===== src/common/dpi_pkg.sv =====
package dpi_pkg;
  // ****************************************
  // register offsets
  // ****************************************
  localparam logic [7:0] OFS_INIT = 8'h04;
  localparam logic [7:0] OFS_GCFG = 8'h08;
  localparam logic [7:0] OFS_STATUS = 8'h0C;
  localparam logic [7:0] OFS_DLLGC = 8'h10;
  localparam logic [7:0] OFS_ACDLL = 8'h14;
  localparam logic [7:0] OFS_PTR0 = 8'h18;
  localparam logic [7:0] OFS_PTR1 = 8'h1C;
  localparam logic [7:0] OFS_PTR2 = 8'h20;
  localparam logic [7:0] OFS_ACIO = 8'h24;
  // ****************************************
  // reset values and write masks
  // ****************************************
  localparam logic [31:0] RST_DLLGC = 32'h0373_7000;
  localparam logic [31:0] RST_ACDLL = 32'h4000_0000;
  localparam logic [31:0] RST_PTR0 = 32'h0022_AF9B;
  localparam logic [31:0] RST_PTR1 = 32'h0604_111D;
  localparam logic [31:0] RST_PTR2 = 32'h042D_A072;
  localparam logic [31:0] RST_ACIO = 32'h0000_0000;
  localparam logic [31:0] MASK_DLLGC = 32'h2FFF_FFFF;
  localparam logic [31:0] MASK_ACDLL = 32'hC00F_FFFF;
  localparam logic [31:0] MASK_PTR0 = 32'h003F_FFFF;
  localparam logic [31:0] MASK_PTR12 = 32'h07FF_FFFF;
  // ****************************************
  // field positions
  // ****************************************
  localparam int B_TRIG = 0;
  localparam int B_SEL_DLLRST = 1;
  localparam int B_SEL_LOCK = 2;
  localparam int B_SEL_ZCAL = 3;
  localparam int B_SEL_ITM = 4;
  localparam int B_SEL_MEMRST = 5;
  localparam int B_SEL_DINIT = 6;
  localparam int B_SEL_TRAIN = 7;
  localparam int B_TEMP = 31;
  localparam int B_DRIFT = 7;
  localparam int B_TIERR = 6;
  localparam int B_TERR = 5;
  localparam int B_TDONE = 4;
  localparam int B_MEM_INIT_DONE = 3;
  localparam int B_IMP_CAL_DONE = 2;
  localparam int B_DLL_LOCK_DONE = 1;
  localparam int B_ALL_INIT_DONE = 0;
  localparam int B_TESTSEL = 11;
  localparam int B_DLL_TEST_EN = 5;
  localparam int B_DTC_LO = 6;
  localparam int B_ATC_LO = 9;
  localparam int B_DLL_DISABLE_BYPASS = 31;
  localparam int B_DLL_SOFT_RESET = 30;
  localparam int B_LOOPB = 19;
  localparam int B_ANALOG_TEST_OUT_EN = 18;
  localparam int B_PHASE_LO = 14;
  localparam int B_SLAVE_STARTUP_CTL_LO = 12;
  localparam int B_DRIFT_LIMIT_LO = 3;
  localparam int B_LPDDR2 = 31;
  localparam logic [3:0] ITM_MIN = 4'h8;
  typedef enum logic [9:0] {
    DPI_IDLE = 10'h001,
    DPI_DLLRST = 10'h002,
    DPI_LOCK = 10'h004,
    DPI_ZCAL = 10'h008,
    DPI_ITM = 10'h010,
    DPI_MEMRST = 10'h020,
    DPI_CKE0 = 10'h040,
    DPI_CKE1 = 10'h080,
    DPI_ZQ = 10'h100,
    DPI_TRAIN = 10'h200
  } dpi_state_t;
endpackage


===== src/rtl/dpi_ctrl.sv =====
// Register access over Wishbone is this design's own decision.
`timescale 1ns/1ps
`default_nettype none
module dpi_ctrl (
  // clock and reset
  input wire logic i_clk,
  input wire logic i_reset_n,
  // wishbone slave
  input wire logic i_wb_cyc,
  input wire logic i_wb_stb,
  input wire logic i_wb_we,
  input wire logic [7:0] i_wb_adr,
  input wire logic [3:0] i_wb_sel,
  input wire logic [31:0] i_wb_dat,
  output logic [31:0] o_wb_dat,
  output logic o_wb_ack,
  // phy and memory side
  input wire logic i_mem_temp_flag,
  input wire logic [1:0] i_strobe_drift,
  input wire logic i_train_done,
  input wire logic i_train_fail,
  input wire logic i_train_pass,
  input wire logic i_imp_cal_done,
  input wire logic i_master_lock,
  input wire logic [7:0] i_dll_dig_master,
  input wire logic [7:0] i_dll_dig_slave,
  input wire logic [3:0] i_dll_ana_master,
  input wire logic [3:0] i_dll_ana_slave,
  output logic o_dll_dig_test,
  output logic o_dll_ana_test,
  output logic o_dll_ana_test_oe,
  output logic o_dll_disable_bypass,
  output logic o_dll_soft_reset,
  output logic o_slave_dll_loopback,
  output logic [7:0] o_slave_phase_deg,
  output logic o_slave_auto_start,
  output logic o_slave_pd_en,
  output logic o_itm_reset,
  output logic o_mem_reset_n,
  output logic o_mem_cke,
  output logic o_zq_init,
  output logic o_imp_cal_start,
  output logic o_train_start
);
  // ****************************************
  // registers
  // ****************************************
  logic [31:0] init_reg, gcfg_reg, dllgc_reg, acdll_reg, ptr0_reg, ptr1_reg, ptr2_reg, acio_reg;
  logic [7:0] status_reg;
  logic [18:0] cnt_reg;
  logic [7:0] steps_reg;
  logic dll_srst_reg, train_seen_fail_reg, train_seen_pass_reg;
  dpi_pkg::dpi_state_t state_reg;
  logic wr, rd_ack;
  logic [31:0] wmask;
  assign wr = i_wb_cyc & i_wb_stb & i_wb_we & ~o_wb_ack;
  assign wmask = {{8{i_wb_sel[3]}}, {8{i_wb_sel[2]}}, {8{i_wb_sel[1]}}, {8{i_wb_sel[0]}}};
  assign rd_ack = i_wb_cyc & i_wb_stb & ~o_wb_ack;

  function automatic logic [31:0] merge(input logic [31:0] old, input logic [31:0] m);
    merge = ((old & ~wmask) | (i_wb_dat & wmask)) & m;
  endfunction

  // ****************************************
  // bus: one wait state, ack one cycle
  // ****************************************
  always_ff @(posedge i_clk) begin
    if (!i_reset_n) begin
      o_wb_ack <= 1'b0;
      o_wb_dat <= 32'h0000_0000;
    end else begin
      o_wb_ack <= rd_ack;
      case (i_wb_adr)
        dpi_pkg::OFS_INIT: o_wb_dat <= init_reg;
        dpi_pkg::OFS_GCFG: o_wb_dat <= gcfg_reg;
        dpi_pkg::OFS_STATUS: o_wb_dat <= {i_mem_temp_flag, 23'h000000, status_reg};
        dpi_pkg::OFS_DLLGC: o_wb_dat <= dllgc_reg;
        dpi_pkg::OFS_ACDLL: o_wb_dat <= acdll_reg;
        dpi_pkg::OFS_PTR0: o_wb_dat <= ptr0_reg;
        dpi_pkg::OFS_PTR1: o_wb_dat <= ptr1_reg;
        dpi_pkg::OFS_PTR2: o_wb_dat <= ptr2_reg;
        dpi_pkg::OFS_ACIO: o_wb_dat <= acio_reg;
        default: o_wb_dat <= 32'h0000_0000;
      endcase
    end
  end

  always_ff @(posedge i_clk) begin
    if (!i_reset_n) begin
      gcfg_reg <= 32'h0000_0000;
      dllgc_reg <= dpi_pkg::RST_DLLGC;
      acdll_reg <= dpi_pkg::RST_ACDLL;
      ptr0_reg <= dpi_pkg::RST_PTR0;
      ptr1_reg <= dpi_pkg::RST_PTR1;
      ptr2_reg <= dpi_pkg::RST_PTR2;
      acio_reg <= dpi_pkg::RST_ACIO;
    end else if (wr) begin
      case (i_wb_adr)
        dpi_pkg::OFS_GCFG: gcfg_reg <= merge(gcfg_reg, 32'hFFFF_FFFF);
        dpi_pkg::OFS_DLLGC: dllgc_reg <= merge(dllgc_reg, dpi_pkg::MASK_DLLGC);
        dpi_pkg::OFS_ACDLL: acdll_reg <= merge(acdll_reg, dpi_pkg::MASK_ACDLL);
        dpi_pkg::OFS_PTR0: ptr0_reg <= merge(ptr0_reg, dpi_pkg::MASK_PTR0);
        dpi_pkg::OFS_PTR1: ptr1_reg <= merge(ptr1_reg, dpi_pkg::MASK_PTR12);
        dpi_pkg::OFS_PTR2: ptr2_reg <= merge(ptr2_reg, dpi_pkg::MASK_PTR12);
        dpi_pkg::OFS_ACIO: acio_reg <= merge(acio_reg, 32'hFFFF_FFFF);
        default: ;
      endcase
    end
  end

  // ****************************************
  // init sequencer
  // ****************************************
  logic trig;
  logic [3:0] itm_cycles;
  assign trig = wr && i_wb_adr == dpi_pkg::OFS_INIT && i_wb_sel[0]
    && i_wb_dat[dpi_pkg::B_TRIG] && state_reg == dpi_pkg::DPI_IDLE;
  // software must keep this at 8 or more; clamp guards a bad value
  assign itm_cycles = (ptr0_reg[21:18] < dpi_pkg::ITM_MIN) ? dpi_pkg::ITM_MIN : ptr0_reg[21:18];

  // next step after a given one, skipping unselected steps
  function automatic dpi_pkg::dpi_state_t next_step(input logic [7:0] s, input int from);
    next_step = dpi_pkg::DPI_IDLE;
    for (int k = 7; k >= 1; k--) begin
      if (k >= from && s[k]) begin
        case (k)
          1: next_step = dpi_pkg::DPI_DLLRST;
          2: next_step = dpi_pkg::DPI_LOCK;
          3: next_step = dpi_pkg::DPI_ZCAL;
          4: next_step = dpi_pkg::DPI_ITM;
          5: next_step = dpi_pkg::DPI_MEMRST;
          6: next_step = dpi_pkg::DPI_CKE0;
          default: next_step = dpi_pkg::DPI_TRAIN;
        endcase
      end
    end
  endfunction

  // counter load per step
  function automatic logic [18:0] load_for(input dpi_pkg::dpi_state_t st);
    case (st)
      dpi_pkg::DPI_DLLRST: load_for = {13'h0000, ptr0_reg[5:0]};
      dpi_pkg::DPI_LOCK: load_for = {7'h00, ptr0_reg[17:6]};
      dpi_pkg::DPI_ITM: load_for = {15'h0000, itm_cycles};
      dpi_pkg::DPI_MEMRST: load_for = {2'h0, ptr2_reg[16:0]};
      dpi_pkg::DPI_CKE0: load_for = ptr1_reg[18:0];
      dpi_pkg::DPI_CKE1: load_for = {11'h000, ptr1_reg[26:19]};
      dpi_pkg::DPI_ZQ: load_for = {9'h000, ptr2_reg[26:17]};
      default: load_for = 19'h00000;
    endcase
  endfunction

  logic cnt_zero;
  dpi_pkg::dpi_state_t nxt;
  assign cnt_zero = cnt_reg <= 19'h00001;
  always_comb begin
    nxt = state_reg;
    case (state_reg)
      dpi_pkg::DPI_IDLE: if (trig) nxt = next_step({i_wb_dat[7:1], 1'b0}, 1);
      dpi_pkg::DPI_DLLRST: if (cnt_zero) nxt = next_step(steps_reg, 2);
      dpi_pkg::DPI_LOCK: if (cnt_zero) nxt = next_step(steps_reg, 3);
      dpi_pkg::DPI_ZCAL: if (i_imp_cal_done) nxt = next_step(steps_reg, 4);
      dpi_pkg::DPI_ITM: if (cnt_zero) nxt = next_step(steps_reg, 5);
      dpi_pkg::DPI_MEMRST: if (cnt_zero) nxt = next_step(steps_reg, 6);
      dpi_pkg::DPI_CKE0: if (cnt_zero) nxt = dpi_pkg::DPI_CKE1;
      dpi_pkg::DPI_CKE1: if (cnt_zero) nxt = gcfg_reg[dpi_pkg::B_LPDDR2] ?
        dpi_pkg::DPI_ZQ : next_step(steps_reg, 7);
      dpi_pkg::DPI_ZQ: if (cnt_zero) nxt = next_step(steps_reg, 7);
      dpi_pkg::DPI_TRAIN: if (i_train_done) nxt = dpi_pkg::DPI_IDLE;
      default: nxt = dpi_pkg::DPI_IDLE;
    endcase
  end

  always_ff @(posedge i_clk) begin
    if (!i_reset_n) begin
      state_reg <= dpi_pkg::DPI_IDLE;
      cnt_reg <= 19'h00000;
      steps_reg <= 8'h00;
      init_reg <= 32'h0000_0000;
    end else begin
      state_reg <= nxt;
      if (nxt != state_reg) cnt_reg <= load_for(nxt);
      else if (cnt_reg != 19'h00000) cnt_reg <= cnt_reg - 19'h00001;
      if (trig) begin
        steps_reg <= {i_wb_dat[7:1], 1'b0};
        init_reg <= {24'h000000, i_wb_dat[7:1], 1'b0};
      end else if (wr && i_wb_adr == dpi_pkg::OFS_INIT && i_wb_sel[0]) begin
        init_reg <= {24'h000000, i_wb_dat[7:1], 1'b0};
      end
    end
  end

  // ****************************************
  // status flags
  // ****************************************
  logic drift_hit;
  assign drift_hit = gcfg_reg[4:3] != 2'b00 && i_strobe_drift >= gcfg_reg[4:3];
  always_ff @(posedge i_clk) begin
    if (!i_reset_n) begin
      status_reg <= 8'h00;
      train_seen_fail_reg <= 1'b0;
      train_seen_pass_reg <= 1'b0;
    end else begin
      if (trig) status_reg <= 8'h00;
      if (drift_hit) status_reg[dpi_pkg::B_DRIFT] <= 1'b1;
      if (state_reg == dpi_pkg::DPI_LOCK && cnt_zero) status_reg[dpi_pkg::B_DLL_LOCK_DONE] <= 1'b1;
      if (state_reg == dpi_pkg::DPI_ZCAL && i_imp_cal_done)
        status_reg[dpi_pkg::B_IMP_CAL_DONE] <= 1'b1;
      if (state_reg == dpi_pkg::DPI_CKE1 && cnt_zero && !gcfg_reg[dpi_pkg::B_LPDDR2])
        status_reg[dpi_pkg::B_MEM_INIT_DONE] <= 1'b1;
      if (state_reg == dpi_pkg::DPI_ZQ && cnt_zero) status_reg[dpi_pkg::B_MEM_INIT_DONE] <= 1'b1;
      if (state_reg == dpi_pkg::DPI_TRAIN) begin
        if (i_train_pass) train_seen_pass_reg <= 1'b1;
        if (i_train_fail && train_seen_pass_reg) train_seen_fail_reg <= 1'b1;
        if (i_train_pass && train_seen_fail_reg)
          status_reg[dpi_pkg::B_TIERR] <= 1'b1;
        if (i_train_done) begin
          status_reg[dpi_pkg::B_TDONE] <= 1'b1;
          if (!train_seen_pass_reg && !i_train_pass) status_reg[dpi_pkg::B_TERR] <= 1'b1;
        end
      end else begin
        train_seen_pass_reg <= 1'b0;
        train_seen_fail_reg <= 1'b0;
      end
      if (state_reg != dpi_pkg::DPI_IDLE && nxt == dpi_pkg::DPI_IDLE)
        status_reg[dpi_pkg::B_ALL_INIT_DONE] <= 1'b1;
      else if (trig && i_wb_dat[7:1] == 7'h00)
        status_reg[dpi_pkg::B_ALL_INIT_DONE] <= 1'b1;
    end
  end

  // ****************************************
  // dll test and control outputs
  // ****************************************
  logic [7:0] dig_src;
  logic [3:0] ana_src;
  logic [3:0] ph;
  assign dig_src = dllgc_reg[dpi_pkg::B_TESTSEL] ? i_dll_dig_slave : i_dll_dig_master;
  assign ana_src = dllgc_reg[dpi_pkg::B_TESTSEL] ? i_dll_ana_slave : i_dll_ana_master;
  assign ph = acdll_reg[dpi_pkg::B_PHASE_LO +: 4];
  always_ff @(posedge i_clk) begin
    if (!i_reset_n) begin
      o_dll_dig_test <= 1'b0;
      o_dll_ana_test <= 1'b0;
      o_dll_ana_test_oe <= 1'b0;
      o_slave_phase_deg <= 8'h5A;
      dll_srst_reg <= 1'b0;
      o_itm_reset <= 1'b0;
      o_mem_reset_n <= 1'b1;
      o_mem_cke <= 1'b0;
      o_zq_init <= 1'b0;
      o_imp_cal_start <= 1'b0;
      o_train_start <= 1'b0;
    end else begin
      o_dll_dig_test <= dllgc_reg[dpi_pkg::B_DLL_TEST_EN] &
        dig_src[dllgc_reg[dpi_pkg::B_DTC_LO +: 3]];
      // low while test disabled stands in for ground
      o_dll_ana_test <= dllgc_reg[dpi_pkg::B_DLL_TEST_EN] &
        ana_src[dllgc_reg[dpi_pkg::B_ATC_LO +: 2]];
      o_dll_ana_test_oe <= acdll_reg[dpi_pkg::B_ANALOG_TEST_OUT_EN];
      // 90 + 18*(ph[3:2]) - 18*(ph[1:0])
      o_slave_phase_deg <= 8'(8'h5A + 8'h12 * {6'h00, ph[3:2]} - 8'h12 * {6'h00, ph[1:0]});
      dll_srst_reg <= nxt == dpi_pkg::DPI_DLLRST;
      o_itm_reset <= nxt == dpi_pkg::DPI_ITM;
      o_mem_reset_n <= nxt != dpi_pkg::DPI_MEMRST;
      o_mem_cke <= (nxt == dpi_pkg::DPI_CKE0) ? gcfg_reg[dpi_pkg::B_LPDDR2] :
        (nxt == dpi_pkg::DPI_CKE1) ? !gcfg_reg[dpi_pkg::B_LPDDR2] :
        (nxt == dpi_pkg::DPI_ZQ || o_mem_cke);
      o_zq_init <= state_reg == dpi_pkg::DPI_CKE1 && nxt == dpi_pkg::DPI_ZQ;
      o_imp_cal_start <= state_reg != dpi_pkg::DPI_ZCAL && nxt == dpi_pkg::DPI_ZCAL;
      o_train_start <= state_reg != dpi_pkg::DPI_TRAIN && nxt == dpi_pkg::DPI_TRAIN;
    end
  end
  assign o_dll_disable_bypass = acdll_reg[dpi_pkg::B_DLL_DISABLE_BYPASS];
  assign o_dll_soft_reset = acdll_reg[dpi_pkg::B_DLL_SOFT_RESET] | dll_srst_reg;
  assign o_slave_dll_loopback = acdll_reg[dpi_pkg::B_LOOPB];
  assign o_slave_auto_start = ~acdll_reg[dpi_pkg::B_SLAVE_STARTUP_CTL_LO + 1] & i_master_lock;
  assign o_slave_pd_en = ~acdll_reg[dpi_pkg::B_SLAVE_STARTUP_CTL_LO + 1] | acdll_reg[dpi_pkg::B_SLAVE_STARTUP_CTL_LO];

  // ****************************************
  // assertions
  // ****************************************
  a_ack_one_cycle: assert property (@(posedge i_clk) disable iff (!i_reset_n)
    o_wb_ack |=> !o_wb_ack) else $error("ack held too long");
  a_dll_rst_state: assert property (@(posedge i_clk) disable iff (!i_reset_n)
    state_reg == dpi_pkg::DPI_DLLRST |-> o_dll_soft_reset) else $error("dll reset not driven");
  a_itm_min_len: assert property (@(posedge i_clk) disable iff (!i_reset_n)
    $rose(o_itm_reset) |-> o_itm_reset[*8]) else $error("itm reset too short");
  a_all_init_done_end: assert property (@(posedge i_clk) disable iff (!i_reset_n)
    state_reg != dpi_pkg::DPI_IDLE && nxt == dpi_pkg::DPI_IDLE |=> status_reg[0])
    else $error("init done missing");
  a_test_off_low: assert property (@(posedge i_clk) disable iff (!i_reset_n)
    !dllgc_reg[dpi_pkg::B_DLL_TEST_EN] |=> !o_dll_dig_test && !o_dll_ana_test)
    else $error("test output leaked");
  a_drift_sets: assert property (@(posedge i_clk) disable iff (!i_reset_n)
    drift_hit |=> status_reg[dpi_pkg::B_DRIFT]) else $error("drift flag missing");
  a_ana_tristate: assert property (@(posedge i_clk) disable iff (!i_reset_n)
    ##1 o_dll_ana_test_oe == $past(acdll_reg[dpi_pkg::B_ANALOG_TEST_OUT_EN])) else $error("analog oe wrong");
  a_memrst_low: assert property (@(posedge i_clk) disable iff (!i_reset_n)
    state_reg == dpi_pkg::DPI_MEMRST && !cnt_zero |=> !o_mem_reset_n) else $error("reset not low");
  a_train_done: assert property (@(posedge i_clk) disable iff (!i_reset_n)
    state_reg == dpi_pkg::DPI_TRAIN && i_train_done |=> status_reg[dpi_pkg::B_TDONE])
    else $error("train done missing");
  a_lock_done: assert property (@(posedge i_clk) disable iff (!i_reset_n)
    state_reg == dpi_pkg::DPI_LOCK && cnt_zero |=> status_reg[dpi_pkg::B_DLL_LOCK_DONE])
    else $error("lock done missing");
  c_zq_cmd: cover property (@(posedge i_clk) disable iff (!i_reset_n) o_zq_init);
  c_train_err: cover property (@(posedge i_clk) disable iff (!i_reset_n)
    $rose(status_reg[dpi_pkg::B_TERR]));
  c_full_init: cover property (@(posedge i_clk) disable iff (!i_reset_n)
    state_reg == dpi_pkg::DPI_TRAIN ##1 state_reg == dpi_pkg::DPI_IDLE);
  c_lock: cover property (@(posedge i_clk) disable iff (!i_reset_n) $rose(status_reg[1]));
  c_write: cover property (@(posedge i_clk) disable iff (!i_reset_n) wr ##1 o_wb_ack);
endmodule
`default_nettype wire


===== config.mk =====
export PLATFORM = sky130hd
export DESIGN_NAME = dpi_ctrl
export DESIGN_NICKNAME = d
export VERILOG_FILES = /design/src/common/dpi_pkg.sv /design/src/rtl/dpi_ctrl.sv
export SDC_FILE = /design/constraint.sdc
export NUM_CORES = 1
export LEC_CHECK = 0
export BUFFER_PORTS_ARGS = -buffer_cell sky130_fd_sc_hd__buf_4
export CAP_MARGIN = 15
export CORE_UTILIZATION = 64
export DETAILED_ROUTE_END_ITERATION = 10
export PLACE_DENSITY = 0.95
export SLEW_MARGIN = 20
export SYNTH_ARGS = -nofsm -noshare
export SYNTH_HDL_FRONTEND = slang
export SYNTH_SLANG_ARGS = --single-unit
export TNS_END_PERCENT = 30

===== constraint.sdc =====
create_clock -name i_clk -period 7.18 [get_ports i_clk]
set_input_delay 0.718 -clock i_clk [delete_from_list [all_inputs] [get_ports i_clk]]
set_output_delay 0.718 -clock i_clk [all_outputs]
set_load 0.01 [all_outputs]

Word level (Yosys, flattened, before mapping)

Index checks and enable logic that the tools add are counted.

Word-level logic and storage cells: 195
RAM bits: 0
Register bits after elaboration: 295
Output and inout bits: 55
ROM bits: 0
Latch bits: 0
Memories: 0
Input bits: 81

Div/mod/pow operators: 0
$lt $le $gt $ge: 5
Eq/ne operators: 34
Multipliers: 2
Add/subtract/negate cells: 3
Shift operators: 0
Bitwise logic cells: 27
Muxes and demuxes: 52
Reduce and logical (&&, ||, !) cells: 40

Operator list:

| kind                                                                    | count |
|---|---|
| 32-bit one-hot mux with 9 select lines                                  | 1 |
| 10-bit two-way mux                                                      | 24 |
| 19-bit one-hot mux with 7 select lines                                  | 1 |
| 32-bit AND                                                              | 4 |
| 10-bit one-hot mux with 10 select lines                                 | 1 |
| 32-bit bitwise OR                                                       | 3 |
| 27-bit AND                                                              | 2 |
| 27-bit bitwise OR                                                       | 2 |
| 19-bit two-way mux                                                      | 2 |
| 8-bit by 5-bit equality test with 1-bit output (second input constant)  | 4 |
| 8-bit two-way mux                                                       | 4 |
| 32-bit NOT                                                              | 1 |
| 30-bit AND                                                              | 1 |
| 30-bit bitwise OR                                                       | 1 |
| 22-bit AND                                                              | 1 |
| 22-bit bitwise OR                                                       | 1 |
| 10-bit by 1-bit equality test with 1-bit output (second input constant) | 2 |
| 10-bit equality test (second input constant)                            | 2 |
| 10-bit by 2-bit equality test with 1-bit output (second input constant) | 2 |
| 10-bit by 3-bit equality test with 1-bit output (second input constant) | 2 |
| 10-bit by 4-bit equality test with 1-bit output (second input constant) | 2 |
| 10-bit by 5-bit equality test with 1-bit output (second input constant) | 2 |
| 10-bit by 6-bit equality test with 1-bit output (second input constant) | 2 |
| 10-bit by 7-bit equality test with 1-bit output (second input constant) | 2 |
| other kinds (36)                                                        | 94 |

Logic depth before layout (Yosys ltp)

Word-level depth: 13
Mapped depth: 13
Gate-level depth less buffers: 11

Least setup slack after synthesis

No wires, ideal clock.

Kind: input -> register
From: input i_wb_adr[2]
To: register cnt_reg[17]
Slack: 4237 ps
Setup time: 133 ps
Arrival time: 2811 ps
Required time: 7047 ps
Stages on the path: 13
Path buffers: 4
Cells stage by stage: buf_2 > nor4b_1 > and4_1 > buf_2 > nand4b_1 > nor4_1 > a21oi_1 > a311oi_1 > nand3_1 > buf_4 > buf_6 > nand3_2 > o31ai_4

Longest elaborated chain between the ends: 10
Elaborated cells on any way between the ends: 18
Classes of those cells: eq/ne: 9; mux: 4; reduce/logical: 5

Ends and longest elaborated chain:

| element                                                                       | line            | RTL |
|---|---|---|
| from (decl)                                                                   | dpi_ctrl.sv:12  | `input wire logic [7:0] i_wb_adr,` |
| 8-bit by 3-bit equality test with 1-bit output (*)                            | dpi_ctrl.sv:116 | `assign trig = wr && i_wb_adr == dpi_pkg::OFS_INIT && i_wb_sel[0]` |
| 1-bit logical AND (*) (2 in series)                                           | dpi_ctrl.sv:116 |  |
| 1-bit logical AND (*) (2 in series)                                           | dpi_ctrl.sv:117 | `&& i_wb_dat[dpi_pkg::B_TRIG] && state_reg == dpi_pkg::DPI_IDLE;` |
| 10-bit two-way mux (*)                                                        | dpi_ctrl.sv:159 | `dpi_pkg::DPI_IDLE: if (trig) nxt = next_step({i_wb_dat[7:1], 1'b0}, 1);` |
| 10-bit one-hot mux with 10 select lines (*)                                   | dpi_ctrl.sv:158 | `case (state_reg)` |
| 10-bit by 9-bit equality test with 1-bit output, or another cell as far along | dpi_ctrl.sv:141 | `case (st)` |
| 19-bit one-hot mux with 7 select lines                                        | dpi_ctrl.sv:141 |  |
| 19-bit two-way mux                                                            | dpi_ctrl.sv:182 | `if (nxt != state_reg) cnt_reg <= load_for(nxt);` |
| to (signal assigned)                                                          | dpi_ctrl.sv:182 |  |
| to (signal assigned)                                                          | dpi_ctrl.sv:183 | `else if (cnt_reg != 19'h00000) cnt_reg <= cnt_reg - 19'h00001;` |
| to (decl)                                                                     | dpi_ctrl.sv:50  | `logic [18:0] cnt_reg;` |

Mark *: on every way between the ends. The rest lies on a longest branch, timed or not.
A chain may end at the register's enable or synchronous reset.

Final worst setup path

From: input i_wb_adr[3]
To: register cnt_reg[9]

The elaborated chain is that of the path after synthesis.

==> flow_metrics.py <==
metrics = {
    "run_status": {
        "outcome": "finished with violations",
        "failed_checks": "design-rule violations",
    },
    "global_route": {
        "first_global_vias": 13200,
        "grt_usage": 0.412,
        "grt_overflow": 0,
        "grt_antenna_before_repair": 1,
        "grt_max_degree": 98,
        "grt_pass1_wl_um": 70600,
    },
    "finish": {
        "n_antenna_cell": 0,
        "drive_gt1_frac": 0.143,
        "nets": 1803,
        "syn_to_final_growth_pct": 14.6,
        "fillers": 1329,
        "multi_input_area_um2": 6990,
        "seq_area_um2": 5850,
    },
    "cts": {
        "cts_resized": 0,
        "numCtsBuffers": 28,
        "h-tree-depth": 1,
        "postCtsHoldBufs": 0,
        "cts_root_buffer": "clkbuf_16",
        "clock_latency_ns": 0.55,
        "post-cts-setup-buffers": 0,
        "max-clock-path-buffers": 3,
        "numClockSinks": 292,
        "cts_tree": "yes",
        "clk_pin_slew_ns": 0.06,
    },
    "setup_path": {
        "r2r_slack_ns": 3.55,
        "critPathMaxFanout": 39,
        "cp.required_ns": 7.66,
        "rr_endpoint": "cnt_reg[9]$_SDFFE_PN0P_",
        "cp-start-kind": "primary input",
        "crit_start": "i_wb_adr[3]",
        "worst-path-buf-inv": 1,
        "crit_family": "simple AND/OR/NAND/NOR gates",
        "reg2regPathDepth": 9,
        "r2r-start": "state_reg[2]$_SDFF_PN0_",
        "crit_type": "in2reg",
        "crit_chain": "buf_4, nor4b_1, and4_1, nand3_1, o32ai_1, a21o_1, and2_1, a22o_1, a221oi_1, a21oi_1",
        "worst_setup_path_end_kind": "flop",
        "slowest_stage": "o32ai_1",
        "arrival_ns": 4.19,
        "max_stage_delay_ns": 0.62,
    },
    "synth": {
        "post_synth.cell_area_avg_um2": 8.10,
        "async_flop_share": 0,
        "ys_ff_latch": 292,
        "syn_inst": 1645,
        "ys_top_cells_by_count": "419 x nand2_1, 292 x dfxtp_1, 207 x a21oi_1, 112 x nand3_1, 86 x clkbuf_1",
        "ys_types": 80,
        "synthesis.nets": 1736,
        "synth-edff-count": 0,
        "synth.area.top_cells": "dfxtp_1 44%, nand2_1 12%, a21oi_1 7.8%, a222oi_1 4.7%, nand3_1 4.2%",
        "synth_top_cell_by_area": "dfxtp_1",
        "yosys_warnings": 0,
        "synth-main-ff-cell": "dfxtp_1",
        "synth_top_area_frac": 0.439,
        "synth.cell_area_um2": 13300,
        "yosysSeqAreaShare": 0.439,
        "synth_most_common_cell": "nand2_1",
    },
    "die": {
        "fp.dieH_um": 146,
        "die_w_um": 146,
        "num_rows": 52,
        "dieArea_um2": 21400,
        "start_util": 0.656,
        "io_pins": 136,
        "fp.coreArea_um2": 20300,
    },
    "detailed_routing": {
        "wl_per_cell_um": 22.8,
        "drc": 13,
        "vias": 14000,
        "met3_length_um": 6300,
        "dr_wl_met2_um": 20200,
        "wl_um": 45500,
        "detail_route.first_pass.iterations": 11,
        "top_layer_used": "met5",
        "dr.first_iter.drc_count": 2739,
        "post_drt_via_cell_ratio": 6.99,
        "wl_met1_um": 15800,
        "postRouteAntennaNets": 0,
    },
    "timing": {
        "setup_tns_ns": 0,
        "hold_viol_final": 0,
        "grt_setup_unrepaired": "no",
        "finalCritPeriodShare": 0.516,
        "fmax_ghz": 0.270,
        "setup_violations": 0,
        "clock_skew_ns": 0.0133,
        "worst_pin_slew_ns": 1.18,
        "drv_slew": 0,
        "fin_crit_ns": 3.70,
        "slew_headroom": 0.206,
    },
    "worst_hold_path": {
        "hp-class": "in2reg",
        "holdPathEnd": "train_seen_fail_reg$_SDFFE_PN0P_",
        "hold_start": "i_train_fail",
        "whs_path_depth": 3,
    },
    "power": {
        "power_density_nw_per_um2": 246,
        "p_leak_uw": 0.00543,
        "power_uw": 3750,
        "vdd_ir_drop_max_mv": 0.197,
    },
    "flow_run": {
        "maxCapViolations": 0,
    },
    "placement": {
        "dp_hpwl_um": 30700,
        "gp_congestion": 0.961,
        "numPortBuffers": 134,
    },
}
tightest hold or removal path: stages:
cell	delay, ns
buf_4	0.08
a21oi_1	0.05
nor2_1	0.08
logic make-up after synthesis:
family          count (synthesis)  synth area share
compound gates                389             0.195
xor+xnor                       19            0.0125
fa+ha+maj                      10           0.00996
buf+inv                       131            0.0410
flops                         292             0.439
mux                            42            0.0400
other cells                     1          0.000281
simple gates                  761             0.263
through the flow:
step	std cells	setup WS, ns	hold WS (ns)	utilization	cell area, µm²
2_1_floorplan	1645	4.24	0.434	-	13300
3_3_place_gp	1952	3.20	0.440	0.707	14300
3_5_place_dp	1952	3.08	0.447	0.707	14300
4_1_cts	1998	3.64	0.427	0.751	15200
5_1_grt	1998	3.19	0.446	0.752	15300
6_report	1998	3.48	0.424	0.752	15300
cell usage in the layout, fill, tap and decap left out, drive strengths merged, types with 23 or more instances in the layout:
| master | Yosys | final |
|---|---|---|
| dfxtp | 292 | 292 |
| buf | 27 | 150 |
| a21oi | 208 | 208 |
| clkbuf | 86 | 42 |
| a22oi | 23 | 23 |
| a222oi | 62 | 62 |
| nand2 | 419 | 419 |
| nand3 | 114 | 114 |
| nor2 | 82 | 82 |
| nor3 | 34 | 34 |
cell type report:
| class | instances | area share |
|---|---|---|
| multi-input combinational | 1222 | 0.457 |
| tap | 270 | 0.0221 |
| sequential | 292 | 0.383 |
| clock buffer | 42 | 0.0547 |
| timing repair buffer | 150 | 0.0737 |
| clock inverter | 4 | 0.00459 |
| inverter | 18 | 0.00459 |
worst max-delay path by stage:
stage	end	slack, ns	cells after the start
finish	cnt_reg[9]$_SDFFE_PN0P_	3.48	10
CTS	cnt_reg[9]$_SDFFE_PN0P_	3.64	10
floorplan	cnt_reg[17]$_SDFFE_PN0P_	4.24	13
detailed placement	cnt_reg[9]$_SDFFE_PN0P_	3.08	10
global placement	cnt_reg[9]$_SDFFE_PN0P_	3.20	10
global route	cnt_reg[9]$_SDFFE_PN0P_	3.19	10
power by group:
part	total (µW)	switching [µW]	internal (µW)
logic	560	350	210
registers	1710	48.6	1660
clock network	1480	617	864
total	3750	1020	2740
metal layers:
metal  vias to the layer above  GRT usage
li1                       6019          -
met1                      6407      0.525
met2                      1228      0.646
met3                       315     0.0872
met4                         2      0.243
met5                         -          0
(Power assumes the default switching activity.)
